==> config.mk <==
export PLATFORM = sky130hd
export DESIGN_NAME = can_buffer_id_mask_select
export DESIGN_NICKNAME = d
export VERILOG_FILES = /design/src/core/can_cfg_pkg.sv /design/src/core/can_buffer_id_mask_select.sv
export SDC_FILE = /design/constraint.sdc
export NUM_CORES = 1
export LEC_CHECK = 0
export BUFFER_PORTS_ARGS = -buffer_cell sky130_fd_sc_hd__buf_4
export CORE_MARGIN = 10
export CORE_UTILIZATION = 62
export DETAILED_ROUTE_END_ITERATION = 8
export GPL_ROUTABILITY_DRIVEN = 0
export PLACE_DENSITY = 0.91
export SYNTH_ARGS = -nofsm -noshare
export SYNTH_HDL_FRONTEND = slang
export SYNTH_SLANG_ARGS = --single-unit
==> constraint.sdc <==
create_clock -name clk -period 6.5 [get_ports clk]
set_clock_uncertainty 0.2 [all_clocks]
set_input_delay 1.3 -clock clk [delete_from_list [all_inputs] [get_ports clk]]
set_output_delay 1.3 -clock clk [all_outputs]
set_load 0.02 [all_outputs]
==> src/core/can_cfg_pkg.sv <==
// Register map, field layout and shared types of the buffer id / mask select / bit timing slice
package can_cfg_pkg;
    // ----------------------------------------
    // Register offsets (byte addresses)
    // ----------------------------------------
    localparam logic [7:0] OFF_MODE_CTRL = 8'h00;
    localparam logic [7:0] OFF_BUF_DIR = 8'h04;
    localparam logic [7:0] OFF_MASK_CHOICE = 8'h08;
    localparam logic [7:0] OFF_TIMING_FIRST = 8'h0C;
    localparam logic [7:0] OFF_TIMING_SECOND = 8'h10;
    localparam logic [7:0] OFF_TIMING_THIRD = 8'h14;
    localparam logic [7:0] OFF_STATUS = 8'h18;
    localparam logic [7:0] OFF_BUF_BASE = 8'h40;
    localparam logic [7:0] BUF_STRIDE = 8'h08;
    localparam logic [7:0] OFF_ID_LOW = 8'h04;
    // ----------------------------------------
    // Field positions and reset values
    // ----------------------------------------
    localparam int CFG_BIT = 0;
    localparam int FMODE_LSB = 1;
    localparam int JUMP_LSB = 6;
    localparam int PRESCALER_W = 6;
    localparam int NUM_BUF = 6;
    localparam int NUM_FIL = 4;
    localparam logic [1:0] FMODE_LEGACY = 2'h0;
    localparam logic [1:0] FMODE_ENH_FIFO = 2'h2;
    localparam logic [7:0] MODE_CTRL_RST = 8'h01;
    localparam logic [7:0] BUF_DIR_RST = 8'h00;
    localparam logic [7:0] MASK_CHOICE_RST = 8'h00;
    localparam logic [7:0] TIMING_RST = 8'h00;
    localparam logic [31:0] READ_ZERO = 32'h0000_0000;

    typedef enum logic [1:0] {
        MASK_ACCEPT0,
        MASK_ACCEPT1,
        MASK_FILTER15,
        MASK_NONE
    } mask_src_t;

    typedef struct packed {
        logic [1:0] jump_width;
        logic [PRESCALER_W-1:0] prescaler;
        logic [7:0] second;
        logic [7:0] third;
    } timing_cfg_t;
endpackage

==> src/core/can_buffer_id_mask_select.sv <==
// Avalon-MM register slice: buffer extended ids, upper mask select and bit timing control
//
// Behaviour
// RULE_01: Receive buffer high id byte (bits 15..8) is read-only, no reset value.
// RULE_02: Transmit buffer high id byte is readable and writable by software.
// RULE_03: Receive buffer low id byte (bits 7..0) is read-only, no reset value.
// RULE_04: Six buffers 0..5, each direction from its bit of the direction register.
// RULE_05: Buffer id registers and upper mask select reachable only in mode 1 or 2.
// RULE_06: Upper mask select holds four two-bit filter fields 15..12, reset to zero.
// RULE_07: Codes 00 mask 0, 01 mask 1, 10 filter 15, 11 no mask.
// RULE_08: Bit timing registers change only in configuration mode.
// RULE_09: Time quantum derives from the prescaler field of the first timing register.
// RULE_10: Two-bit jump width field in first timing register sets resync width in quanta.
// RULE_11: Transmit buffer low id byte is readable and writable too.
`timescale 1ns/10ps
module can_buffer_id_mask_select #(
    parameter int NUM_BUF = can_cfg_pkg::NUM_BUF
) (
    input wire logic clk,
    input wire logic rst_n,
    input wire logic ce,
    input wire logic [7:0] address,
    input wire logic read,
    input wire logic write,
    input wire logic [3:0] byteenable,
    input wire logic [31:0] writedata,
    output logic [31:0] readdata,
    output logic waitrequest,
    input wire logic [NUM_BUF-1:0] rx_id_load,
    input wire logic [15:0] rx_id_value,
    output logic [NUM_BUF-1:0] buffer_tx_dir,
    output can_cfg_pkg::mask_src_t filter15_mask_choice,
    output can_cfg_pkg::mask_src_t filter14_mask_choice,
    output can_cfg_pkg::mask_src_t filter13_mask_choice,
    output can_cfg_pkg::mask_src_t filter12_mask_choice,
    output can_cfg_pkg::timing_cfg_t timing_cfg,
    output logic [2:0] resync_jump_width,
    output logic quantum_tick
);
    // ----------------------------------------
    // Reset release
    // ----------------------------------------
    logic rst_meta_n;
    logic rst_sync_n;

    always_ff @(posedge clk or negedge rst_n) begin
        if (!rst_n) begin
            rst_meta_n <= 1'b0;
            rst_sync_n <= 1'b0;
        end else begin
            rst_meta_n <= 1'b1;
            rst_sync_n <= rst_meta_n;
        end
    end

    // ----------------------------------------
    // Bus handshake
    // ----------------------------------------
    // One wait cycle: the request is decoded while waitrequest is high,
    // then waitrequest drops for exactly one cycle with readdata valid.
    logic next_waitrequest;
    logic [31:0] next_readdata;
    logic accept;
    logic wr_en;

    assign accept = (read || write) && waitrequest;
    assign wr_en = write && !waitrequest && byteenable[0];

    always_comb begin
        next_waitrequest = !accept;
    end

    // ----------------------------------------
    // Control registers
    // ----------------------------------------
    logic [7:0] mode_ctrl;
    logic [7:0] buffer_direction_register;
    logic [7:0] filter_mask_choice_upper;
    logic [7:0] bit_timing_ctrl_first;
    logic [7:0] bit_timing_ctrl_second;
    logic [7:0] bit_timing_ctrl_third;
    logic [7:0] next_mode_ctrl;
    logic [7:0] next_dir;
    logic [7:0] next_mask;
    logic [7:0] next_t1;
    logic [7:0] next_t2;
    logic [7:0] next_t3;
    logic config_mode;
    logic [1:0] func_mode;
    logic id_window_open;

    assign config_mode = mode_ctrl[can_cfg_pkg::CFG_BIT];
    assign func_mode = mode_ctrl[can_cfg_pkg::FMODE_LSB +: 2];
    // Mode 3 is not defined, so only 1 and 2 open the window
    assign id_window_open = (func_mode != can_cfg_pkg::FMODE_LEGACY) && (func_mode <= can_cfg_pkg::FMODE_ENH_FIFO); // RULE_05

    always_comb begin
        next_mode_ctrl = mode_ctrl;
        next_dir = buffer_direction_register;
        next_mask = filter_mask_choice_upper;
        next_t1 = bit_timing_ctrl_first;
        next_t2 = bit_timing_ctrl_second;
        next_t3 = bit_timing_ctrl_third;
        if (wr_en) begin
            unique case (address)
                can_cfg_pkg::OFF_MODE_CTRL: begin
                    next_mode_ctrl = {5'h00, writedata[2:0]};
                end
                can_cfg_pkg::OFF_BUF_DIR: begin
                    next_dir = writedata[7:0] & 8'(((1 << NUM_BUF) - 1)); // RULE_04
                end
                can_cfg_pkg::OFF_MASK_CHOICE: begin
                    if (id_window_open) begin // RULE_05
                        next_mask = writedata[7:0]; // RULE_06
                    end
                end
                can_cfg_pkg::OFF_TIMING_FIRST: begin
                    if (config_mode) begin // RULE_08
                        next_t1 = writedata[7:0];
                    end
                end
                can_cfg_pkg::OFF_TIMING_SECOND: begin
                    if (config_mode) begin // RULE_08
                        next_t2 = writedata[7:0];
                    end
                end
                can_cfg_pkg::OFF_TIMING_THIRD: begin
                    if (config_mode) begin // RULE_08
                        next_t3 = writedata[7:0];
                    end
                end
                default: begin
                    next_mode_ctrl = mode_ctrl;
                end
            endcase
        end
    end

    always_ff @(posedge clk or negedge rst_sync_n) begin
        if (!rst_sync_n) begin
            mode_ctrl <= can_cfg_pkg::MODE_CTRL_RST;
            buffer_direction_register <= can_cfg_pkg::BUF_DIR_RST;
            filter_mask_choice_upper <= can_cfg_pkg::MASK_CHOICE_RST; // RULE_06
            bit_timing_ctrl_first <= can_cfg_pkg::TIMING_RST;
            bit_timing_ctrl_second <= can_cfg_pkg::TIMING_RST;
            bit_timing_ctrl_third <= can_cfg_pkg::TIMING_RST;
            waitrequest <= 1'b1;
        end else if (ce) begin
            mode_ctrl <= next_mode_ctrl;
            buffer_direction_register <= next_dir;
            filter_mask_choice_upper <= next_mask;
            bit_timing_ctrl_first <= next_t1;
            bit_timing_ctrl_second <= next_t2;
            bit_timing_ctrl_third <= next_t3;
            waitrequest <= next_waitrequest;
        end
    end

    // ----------------------------------------
    // Buffer extended identifiers
    // ----------------------------------------
    // The id bytes carry no reset: their content is undefined until a
    // frame is received or software writes a transmit buffer.
    logic [7:0] id_high [NUM_BUF];
    logic [7:0] id_low [NUM_BUF];

    for (genvar n = 0; n < NUM_BUF; n++) begin : g_buf
        logic [7:0] next_high;
        logic [7:0] next_low;
        logic hit_high;
        logic hit_low;
        logic tx_dir;

        assign tx_dir = buffer_direction_register[n]; // RULE_04
        assign hit_high = address == 8'(can_cfg_pkg::OFF_BUF_BASE + n * can_cfg_pkg::BUF_STRIDE);
        assign hit_low = address == 8'(can_cfg_pkg::OFF_BUF_BASE + n * can_cfg_pkg::BUF_STRIDE
                                       + can_cfg_pkg::OFF_ID_LOW);

        always_comb begin
            next_high = id_high[n];
            next_low = id_low[n];
            if (!tx_dir && rx_id_load[n]) begin
                next_high = rx_id_value[15:8]; // RULE_01
                next_low = rx_id_value[7:0]; // RULE_03
            end
            if (wr_en && id_window_open && tx_dir && hit_high) begin
                next_high = writedata[7:0]; // RULE_02
            end
            if (wr_en && id_window_open && tx_dir && hit_low) begin
                next_low = writedata[7:0]; // RULE_11
            end
        end

        always_ff @(posedge clk) begin
            if (ce) begin
                id_high[n] <= next_high;
                id_low[n] <= next_low;
            end
        end
    end

    // ----------------------------------------
    // Read path
    // ----------------------------------------
    logic [3:0] tq_count;

    always_comb begin
        next_readdata = can_cfg_pkg::READ_ZERO;
        if (accept && read) begin
            unique case (address)
                can_cfg_pkg::OFF_MODE_CTRL: next_readdata = {24'h000000, mode_ctrl};
                can_cfg_pkg::OFF_BUF_DIR: next_readdata = {24'h000000, buffer_direction_register};
                can_cfg_pkg::OFF_MASK_CHOICE: begin
                    if (id_window_open) begin // RULE_05
                        next_readdata = {24'h000000, filter_mask_choice_upper};
                    end
                end
                can_cfg_pkg::OFF_TIMING_FIRST: next_readdata = {24'h000000, bit_timing_ctrl_first};
                can_cfg_pkg::OFF_TIMING_SECOND: next_readdata = {24'h000000, bit_timing_ctrl_second};
                can_cfg_pkg::OFF_TIMING_THIRD: next_readdata = {24'h000000, bit_timing_ctrl_third};
                can_cfg_pkg::OFF_STATUS: next_readdata = {23'h000000, id_window_open, tq_count, 3'h0, config_mode};
                default: begin
                    for (int k = 0; k < NUM_BUF; k++) begin
                        if (id_window_open && address == 8'(can_cfg_pkg::OFF_BUF_BASE
                                                           + k * can_cfg_pkg::BUF_STRIDE)) begin
                            next_readdata = {24'h000000, id_high[k]}; // RULE_01
                        end
                        if (id_window_open && address == 8'(can_cfg_pkg::OFF_BUF_BASE
                                                           + k * can_cfg_pkg::BUF_STRIDE
                                                           + can_cfg_pkg::OFF_ID_LOW)) begin
                            next_readdata = {24'h000000, id_low[k]}; // RULE_03
                        end
                    end
                end
            endcase
        end
    end

    always_ff @(posedge clk or negedge rst_sync_n) begin
        if (!rst_sync_n) begin
            readdata <= can_cfg_pkg::READ_ZERO;
        end else if (ce) begin
            readdata <= next_readdata;
        end
    end

    // ----------------------------------------
    // Time quantum generator
    // ----------------------------------------
    // Quantum lasts 2 * (prescaler + 1) clocks; halted in configuration
    // mode so a new prescaler starts from a clean quantum boundary.
    logic [can_cfg_pkg::PRESCALER_W:0] tq_div;
    logic [can_cfg_pkg::PRESCALER_W:0] next_tq_div;
    logic [3:0] next_tq_count;
    logic next_tick;

    always_comb begin
        next_tq_div = tq_div;
        next_tq_count = tq_count;
        next_tick = 1'b0;
        if (config_mode) begin
            next_tq_div = '0;
        end else if (tq_div == {bit_timing_ctrl_first[can_cfg_pkg::PRESCALER_W-1:0], 1'b1}) begin // RULE_09
            next_tq_div = '0;
            next_tick = 1'b1;
            next_tq_count = tq_count + 4'h1;
        end else begin
            next_tq_div = tq_div + 1'b1;
        end
    end

    always_ff @(posedge clk or negedge rst_sync_n) begin
        if (!rst_sync_n) begin
            tq_div <= '0;
            tq_count <= 4'h0;
            quantum_tick <= 1'b0;
        end else if (ce) begin
            tq_div <= next_tq_div;
            tq_count <= next_tq_count;
            quantum_tick <= next_tick;
        end
    end

    // ----------------------------------------
    // Registered configuration outputs
    // ----------------------------------------
    can_cfg_pkg::timing_cfg_t next_timing;

    always_comb begin
        next_timing.jump_width = bit_timing_ctrl_first[can_cfg_pkg::JUMP_LSB +: 2]; // RULE_10
        next_timing.prescaler = bit_timing_ctrl_first[can_cfg_pkg::PRESCALER_W-1:0]; // RULE_09
        next_timing.second = bit_timing_ctrl_second;
        next_timing.third = bit_timing_ctrl_third;
    end

    always_ff @(posedge clk or negedge rst_sync_n) begin
        if (!rst_sync_n) begin
            timing_cfg <= '0;
            resync_jump_width <= 3'h1;
            buffer_tx_dir <= '0;
            filter15_mask_choice <= can_cfg_pkg::MASK_ACCEPT0;
            filter14_mask_choice <= can_cfg_pkg::MASK_ACCEPT0;
            filter13_mask_choice <= can_cfg_pkg::MASK_ACCEPT0;
            filter12_mask_choice <= can_cfg_pkg::MASK_ACCEPT0;
        end else if (ce) begin
            timing_cfg <= next_timing;
            resync_jump_width <= {1'b0, next_timing.jump_width} + 3'h1; // RULE_10
            buffer_tx_dir <= buffer_direction_register[NUM_BUF-1:0];
            filter15_mask_choice <= can_cfg_pkg::mask_src_t'(filter_mask_choice_upper[7:6]); // RULE_07
            filter14_mask_choice <= can_cfg_pkg::mask_src_t'(filter_mask_choice_upper[5:4]); // RULE_07
            filter13_mask_choice <= can_cfg_pkg::mask_src_t'(filter_mask_choice_upper[3:2]); // RULE_07
            filter12_mask_choice <= can_cfg_pkg::mask_src_t'(filter_mask_choice_upper[1:0]); // RULE_07
        end
    end
endmodule // can_buffer_id_mask_select

* After elaboration in Yosys (flattened, before gate mapping)
Memories as Yosys holds them, arrays and structs flattened.
Cells that the tools add are included.
W data, S select, Z words.
** Cells by class
- $lt $le $gt $ge :: 1
- Bitwise operators :: 1
- Reductions and logical operators :: 60
- Eq/ne operators :: 19
- Add/sub/neg operators :: 3
- Mux-type cells :: 45
** Operators with widths (count)
- $mux W32 :: 12
- $pmux W32 S7 :: 1
- $mux W8 :: 26
- $eq A8 B7 Y1 const B :: 12
- $logic_and A1 B1 Y1 :: 42
- $eq A8 B5 Y1 const B :: 3
- $eq A8 B4 Y1 const B :: 2
- $reduce_and A4 Y1 :: 4
- $mux W7 :: 2
- $reduce_and A3 Y1 :: 3
- $eq A8 B3 Y1 const B :: 1
- $logic_not A1 Y1 :: 8
- $logic_not A8 Y1 :: 1
- $add A7 B1 Y7 const B :: 1
- $eq A7 B7 Y1 :: 1
- $add A4 B1 Y4 const B :: 1
- $mux W1 :: 4
- $add A2 B1 Y3 const B :: 1
- $le A2 B2 Y1 const B :: 1
- $reduce_bool A2 Y1 :: 1
- $logic_or A1 B1 Y1 :: 1
- $not A1 Y1 :: 1
** Word-level totals
- Register bits :: 129
- Bits in writable memories :: 96
- Output and inout bits :: 75
- Memories kept :: 2
- Bits of input ports :: 71
- Logic and storage cells :: 154
** Memories
- id_high :: words 6, width 8, read ports 6, clocked after memory_dff 0, wr ports 6, RTL line can_buffer_id_mask_select.sv:164 : logic [7:0] id_high [NUM_BUF];
- id_low :: words 6, width 8, read ports 6, clocked after memory_dff 0, wr ports 6, RTL line can_buffer_id_mask_select.sv:165 : logic [7:0] id_low [NUM_BUF];

* Longest topological paths before layout
- Word-level depth :: 17
- Gate-level depth with buffers :: 9
- Depth with buffers taken out :: 6

* Least setup slack after synthesis
OpenSTA, ideal clock, no wires.
- Path type :: input to register
- Start point :: input address[1]
- End point :: memory id_low[0][0] (enable)
- Buffers on the path :: 1
- Data required time :: 5.925 ns
- Cell stages on the path :: 5
- Path slack :: 2.999 ns
- Setup time :: 0.375 ns
- Arrival time :: 2.925 ns
- Cells stage by stage :: or2_2 > buf_2 > nor3_2 > nand4_2 > a21oi_1
** RTL lines
- start: declaration :: RTL line can_buffer_id_mask_select.sv:22 : input wire logic [7:0] address,
- end: declaration :: RTL line can_buffer_id_mask_select.sv:165

==> results.tsv <==
stage	metric	value	unit
sta	Tcrit/Tclk final	0.677	
power	PwrDens	244	mW/mm^2
setup_path	Critical-path top delay cell	a21oi_1	
setup_path	CP Launch Type	primary input	
finish	share of cells above drive strength 1	0.400	
sta	relative slew slack	0.268	
setup_path	crit path max fanout	55	
sta	RSZ-0062 raised after global routing	false	
drt	Vias/cell	6.79	
finish	Non-Filler Instances	1100	
sta	max-slew violations	0	
drt	Vias	7471	
clock_tree	# clock sinks	202	
setup_path	WP data required	6.41	ns
yosys	flop and latch count out of synthesis	202	
finish	# diodes	0	
sta	Period minus WS final	4.40	ns
floorplan	# IOs	146	
setup_path	crit path cell chain	buf_4 -> nand2_1 -> nor2_2 -> nand4_2 -> a21oi_1	
finish	P&R area growth vs syn	13.3	%
floorplan	initial core utilization	0.628	
status	status	completed	
drt	Post-Route WL	28.7	mm
yosys	Cell Area, Synth	0.0103	sq mm
clock_tree	Bufs on Longest Clock Path	3	
flow_run	MaxCap Viol Count	0	
floorplan	die area	0.0222	sq mm
grt	first-pass GRT wire length	44.2	mm
drt	DRC	0	
setup_path	Worst Path Buf+Inv	1	
drt	antenna-violating nets left	0	
clock_tree	Worst-Skew Late Latency	0.50	ns
placement	IO buf count	95	
clock_tree	number of CTS-inserted buffers	21	
floorplan	Site Rows	47	
finish	Filler cells	1094	
yosys	Post-synth EDFFs	96	
floorplan	Die Wd	149	microns
setup_path	Top delay family on crit path	simple AND/OR/NAND/NOR gates	
setup_path	Worst setup EP type	flip-flop	
sta	Slew @ Worst Pin	1.10	ns
yosys	Main synth FF type	dfrtp_1	
clock_tree	clock slew at reported path FFs	0.07	ns
clock_tree	clk root buf	clkbuf_16	
sta	Final Hold Fails	0	
yosys	Async SR Flop Fraction	0.525	
yosys	Cells after Synth	794	
sta	Final TNS setup	0	ns
clock_tree	hold_buf cts	0	
power	maximum vdd drop	0.000244	V
finish	Total Nets Final	940	
yosys	sequential cell area fraction in the yosys report	0.536	
clock_tree	CTS tree	done	
finish	multi-input logic area	0.00447	sq mm
finish	register area	0.00554	sq mm
grt	largest net degree at the start of global routing	80	
setup_path	depth of the most critical reg-to-reg path	6	
drt	drt initial violations	943	
placement	Post-DP HPWL	19.3	mm
yosys	Synth warnings	0	
min_path	HP Class	reg2async	
clock_tree	Post-CTS Setup Bufs	0	
grt	vias in the first global route	7492	
power	Leak	5.02	nW
floorplan	die height	149	microns
grt	initial antenna violation count	0	
sta	fmax	227	MHz
yosys	syn_area_per_cell	13.0	sq um
clock_tree	H-tree lvl count	1	
setup_path	Crit path depth	5	
placement	placed cells	1063	
setup_path	path type of the worst setup path	in2reg	
yosys	post-synth cell types	74	
drt	WL/cell	26.1	microns
setup_path	CP max stage delay	0.90	ns
setup_path	WP data arrival	4.31	ns
grt	total gr overflow	0	
drt	Pre-antenna DRT Iters	6	
grt	total global-route track usage	0.253	
sta	Finish-stage setup viols	0	
clock_tree	post-CTS sizing	0	
floorplan	core area	0.0165	sq mm
final cells by class:
class,count,share of cell area
Clock buffer,28,0.0505
Clock inverter,9,0.00833
Inverter,5,0.00160
Multi-Input combinational cell,539,0.381
Sequential cell,202,0.473
Tap cell,220,0.0235
Timing Repair Buffer,97,0.0621
where the power goes:
part	internal, W	total [W]	switching (W)
clock	0.000718	0.00121	0.000492
combinational	0.0000777	0.000227	0.000150
sequential	0.00140	0.00142	0.0000221
metrics by stage:
stage	setup slack, ns	util	hold slack (ns)	cell area [sq um]	total power [W]
final	2.10	0.712	0.0233	11700	0.00285
after global routing	1.97	0.712	0.0587	11700	0.00293
after CTS	2.21	0.712	0.0367	11700	0.00285
after detailed placement	1.74	0.670	0.0375	11000	0.00166
after global placement	1.79	0.670	0.0336	11000	0.00165
after floorplan	3.00	-	0.131	10400	0.00158
cell usage in the layout (no fill, tap or decap), drive strengths merged, types with 15 or more instances in the layout:
cell type	netlist	final
edfxtp	96	96
nor2	36	36
nand2	42	42
mux2i	19	19
o21ai	17	17
buf	44	97
clkbuf	26	28
a21oi	32	32
dfrtp	103	103
mux2	182	182
conb	2	24
nand3	20	20
nor3	19	19
nand4	15	15
cell usage after synthesis (4+ instances only):
cell type / instances / area [sq um]
nand4_2: 10 / 125
a21o_1: 4 / 30.0
dfrtp_1: 103 / 2580
a32oi_1: 4 / 35.0
a211oi_1: 4 / 30.0
nand2_1: 41 / 154
o211ai_1: 4 / 30.0
buf_2: 13 / 65.1
nand4_1: 5 / 31.3
nand2b_1: 6 / 37.5
mux4_2: 5 / 113
or3_1: 4 / 25.0
mux2_2: 182 / 2050
and2_1: 6 / 37.5
nor3_1: 14 / 70.1
nand3b_1: 4 / 30.0
clkbuf_1: 25 / 93.8
edfxtp_1: 96 / 2880
mux2i_1: 19 / 190
a2111oi_0: 4 / 35.0
o2bb2ai_1: 6 / 52.6
xnor2_1: 9 / 78.8
nand3_1: 19 / 95.1
a22oi_1: 4 / 30.0
a32o_1: 4 / 40.0
nor2_1: 34 / 128
a21oi_1: 32 / 160
a31oi_1: 5 / 31.3
and3_1: 6 / 37.5
o31ai_1: 4 / 30.0
o21ai_0: 17 / 85.1
buf_4: 26 / 195
nor2b_1: 6 / 37.5
inv_1: 5 / 18.8
worst reg2reg max path, stage by stage (launching register included):
cell and delay (ns):
dfstp_2 0.39, and3b_1 0.37, and4b_1 0.67, nand4b_2 0.29
nor3_4 0.52, nor2_1 0.10, nor2_1 0.67
routing by layer:
layer	wire length (microns)	vias to the layer above	GRT usage
li1	-	3112	-
met1	10300	3682	0.319
met5	0	-	0
met3	3800	95	0.0762
met2	13600	582	0.409
met4	1070	0	0.0873
cell families after synthesis:
logic type / after synthesis / share of synthesized area
other: 2 / 0.000726
adder cells (fa/ha/maj): 3 / 0.00363
multiplexers: 206 / 0.227
AO/OA/AOI/OAI: 117 / 0.0795
buffers and inverters: 75 / 0.0405
XOR/XNOR: 13 / 0.0117
AND/OR/NAND/NOR: 176 / 0.101
flip-flops: 202 / 0.536
sequential cells by signal (all words and copies together) (netlist names):
register / cells
bit_timing_ctrl_second: 8
quantum_tick: 1
filter15_mask_choice: 2
tq_count: 4
buffer_direction_register: 6
resync_jump_width: 3
filter14_mask_choice: 2
filter12_mask_choice: 2
filter13_mask_choice: 2
filter_mask_choice_upper: 8
buffer_tx_dir: 6
timing_cfg: 24
id_high: 48
bit_timing_ctrl_first: 8
tq_div: 7
readdata: 9
id_low: 48
waitrequest: 1
rst_sync_n: 1
bit_timing_ctrl_third: 8
rst_meta_n: 1
mode_ctrl: 3
worst paths after layout:
path,end,startpoint,slack (ns)
worst max-delay path,id_low[3][2]$_DFFE_PP_,address[3],2.10
worst min-delay path,timing_cfg[3]$_DFFE_PN0P_,rst_sync_n$_DFF_PN0_,0.02
worst max register to register,id_high[5][6]$_DFFE_PP_,waitrequest$_DFFE_PN1P_,2.91
worst min register to register,timing_cfg[3]$_DFFE_PN0P_,rst_sync_n$_DFF_PN0_,0.02
max in group asynchronous,timing_cfg[12]$_DFFE_PN0P_,rst_sync_n$_DFF_PN0_,4.80
min in group clk,rst_sync_n$_DFF_PN0_,rst_meta_n$_DFF_PN0_,0.15
Power figures use the tool's default switching activity.
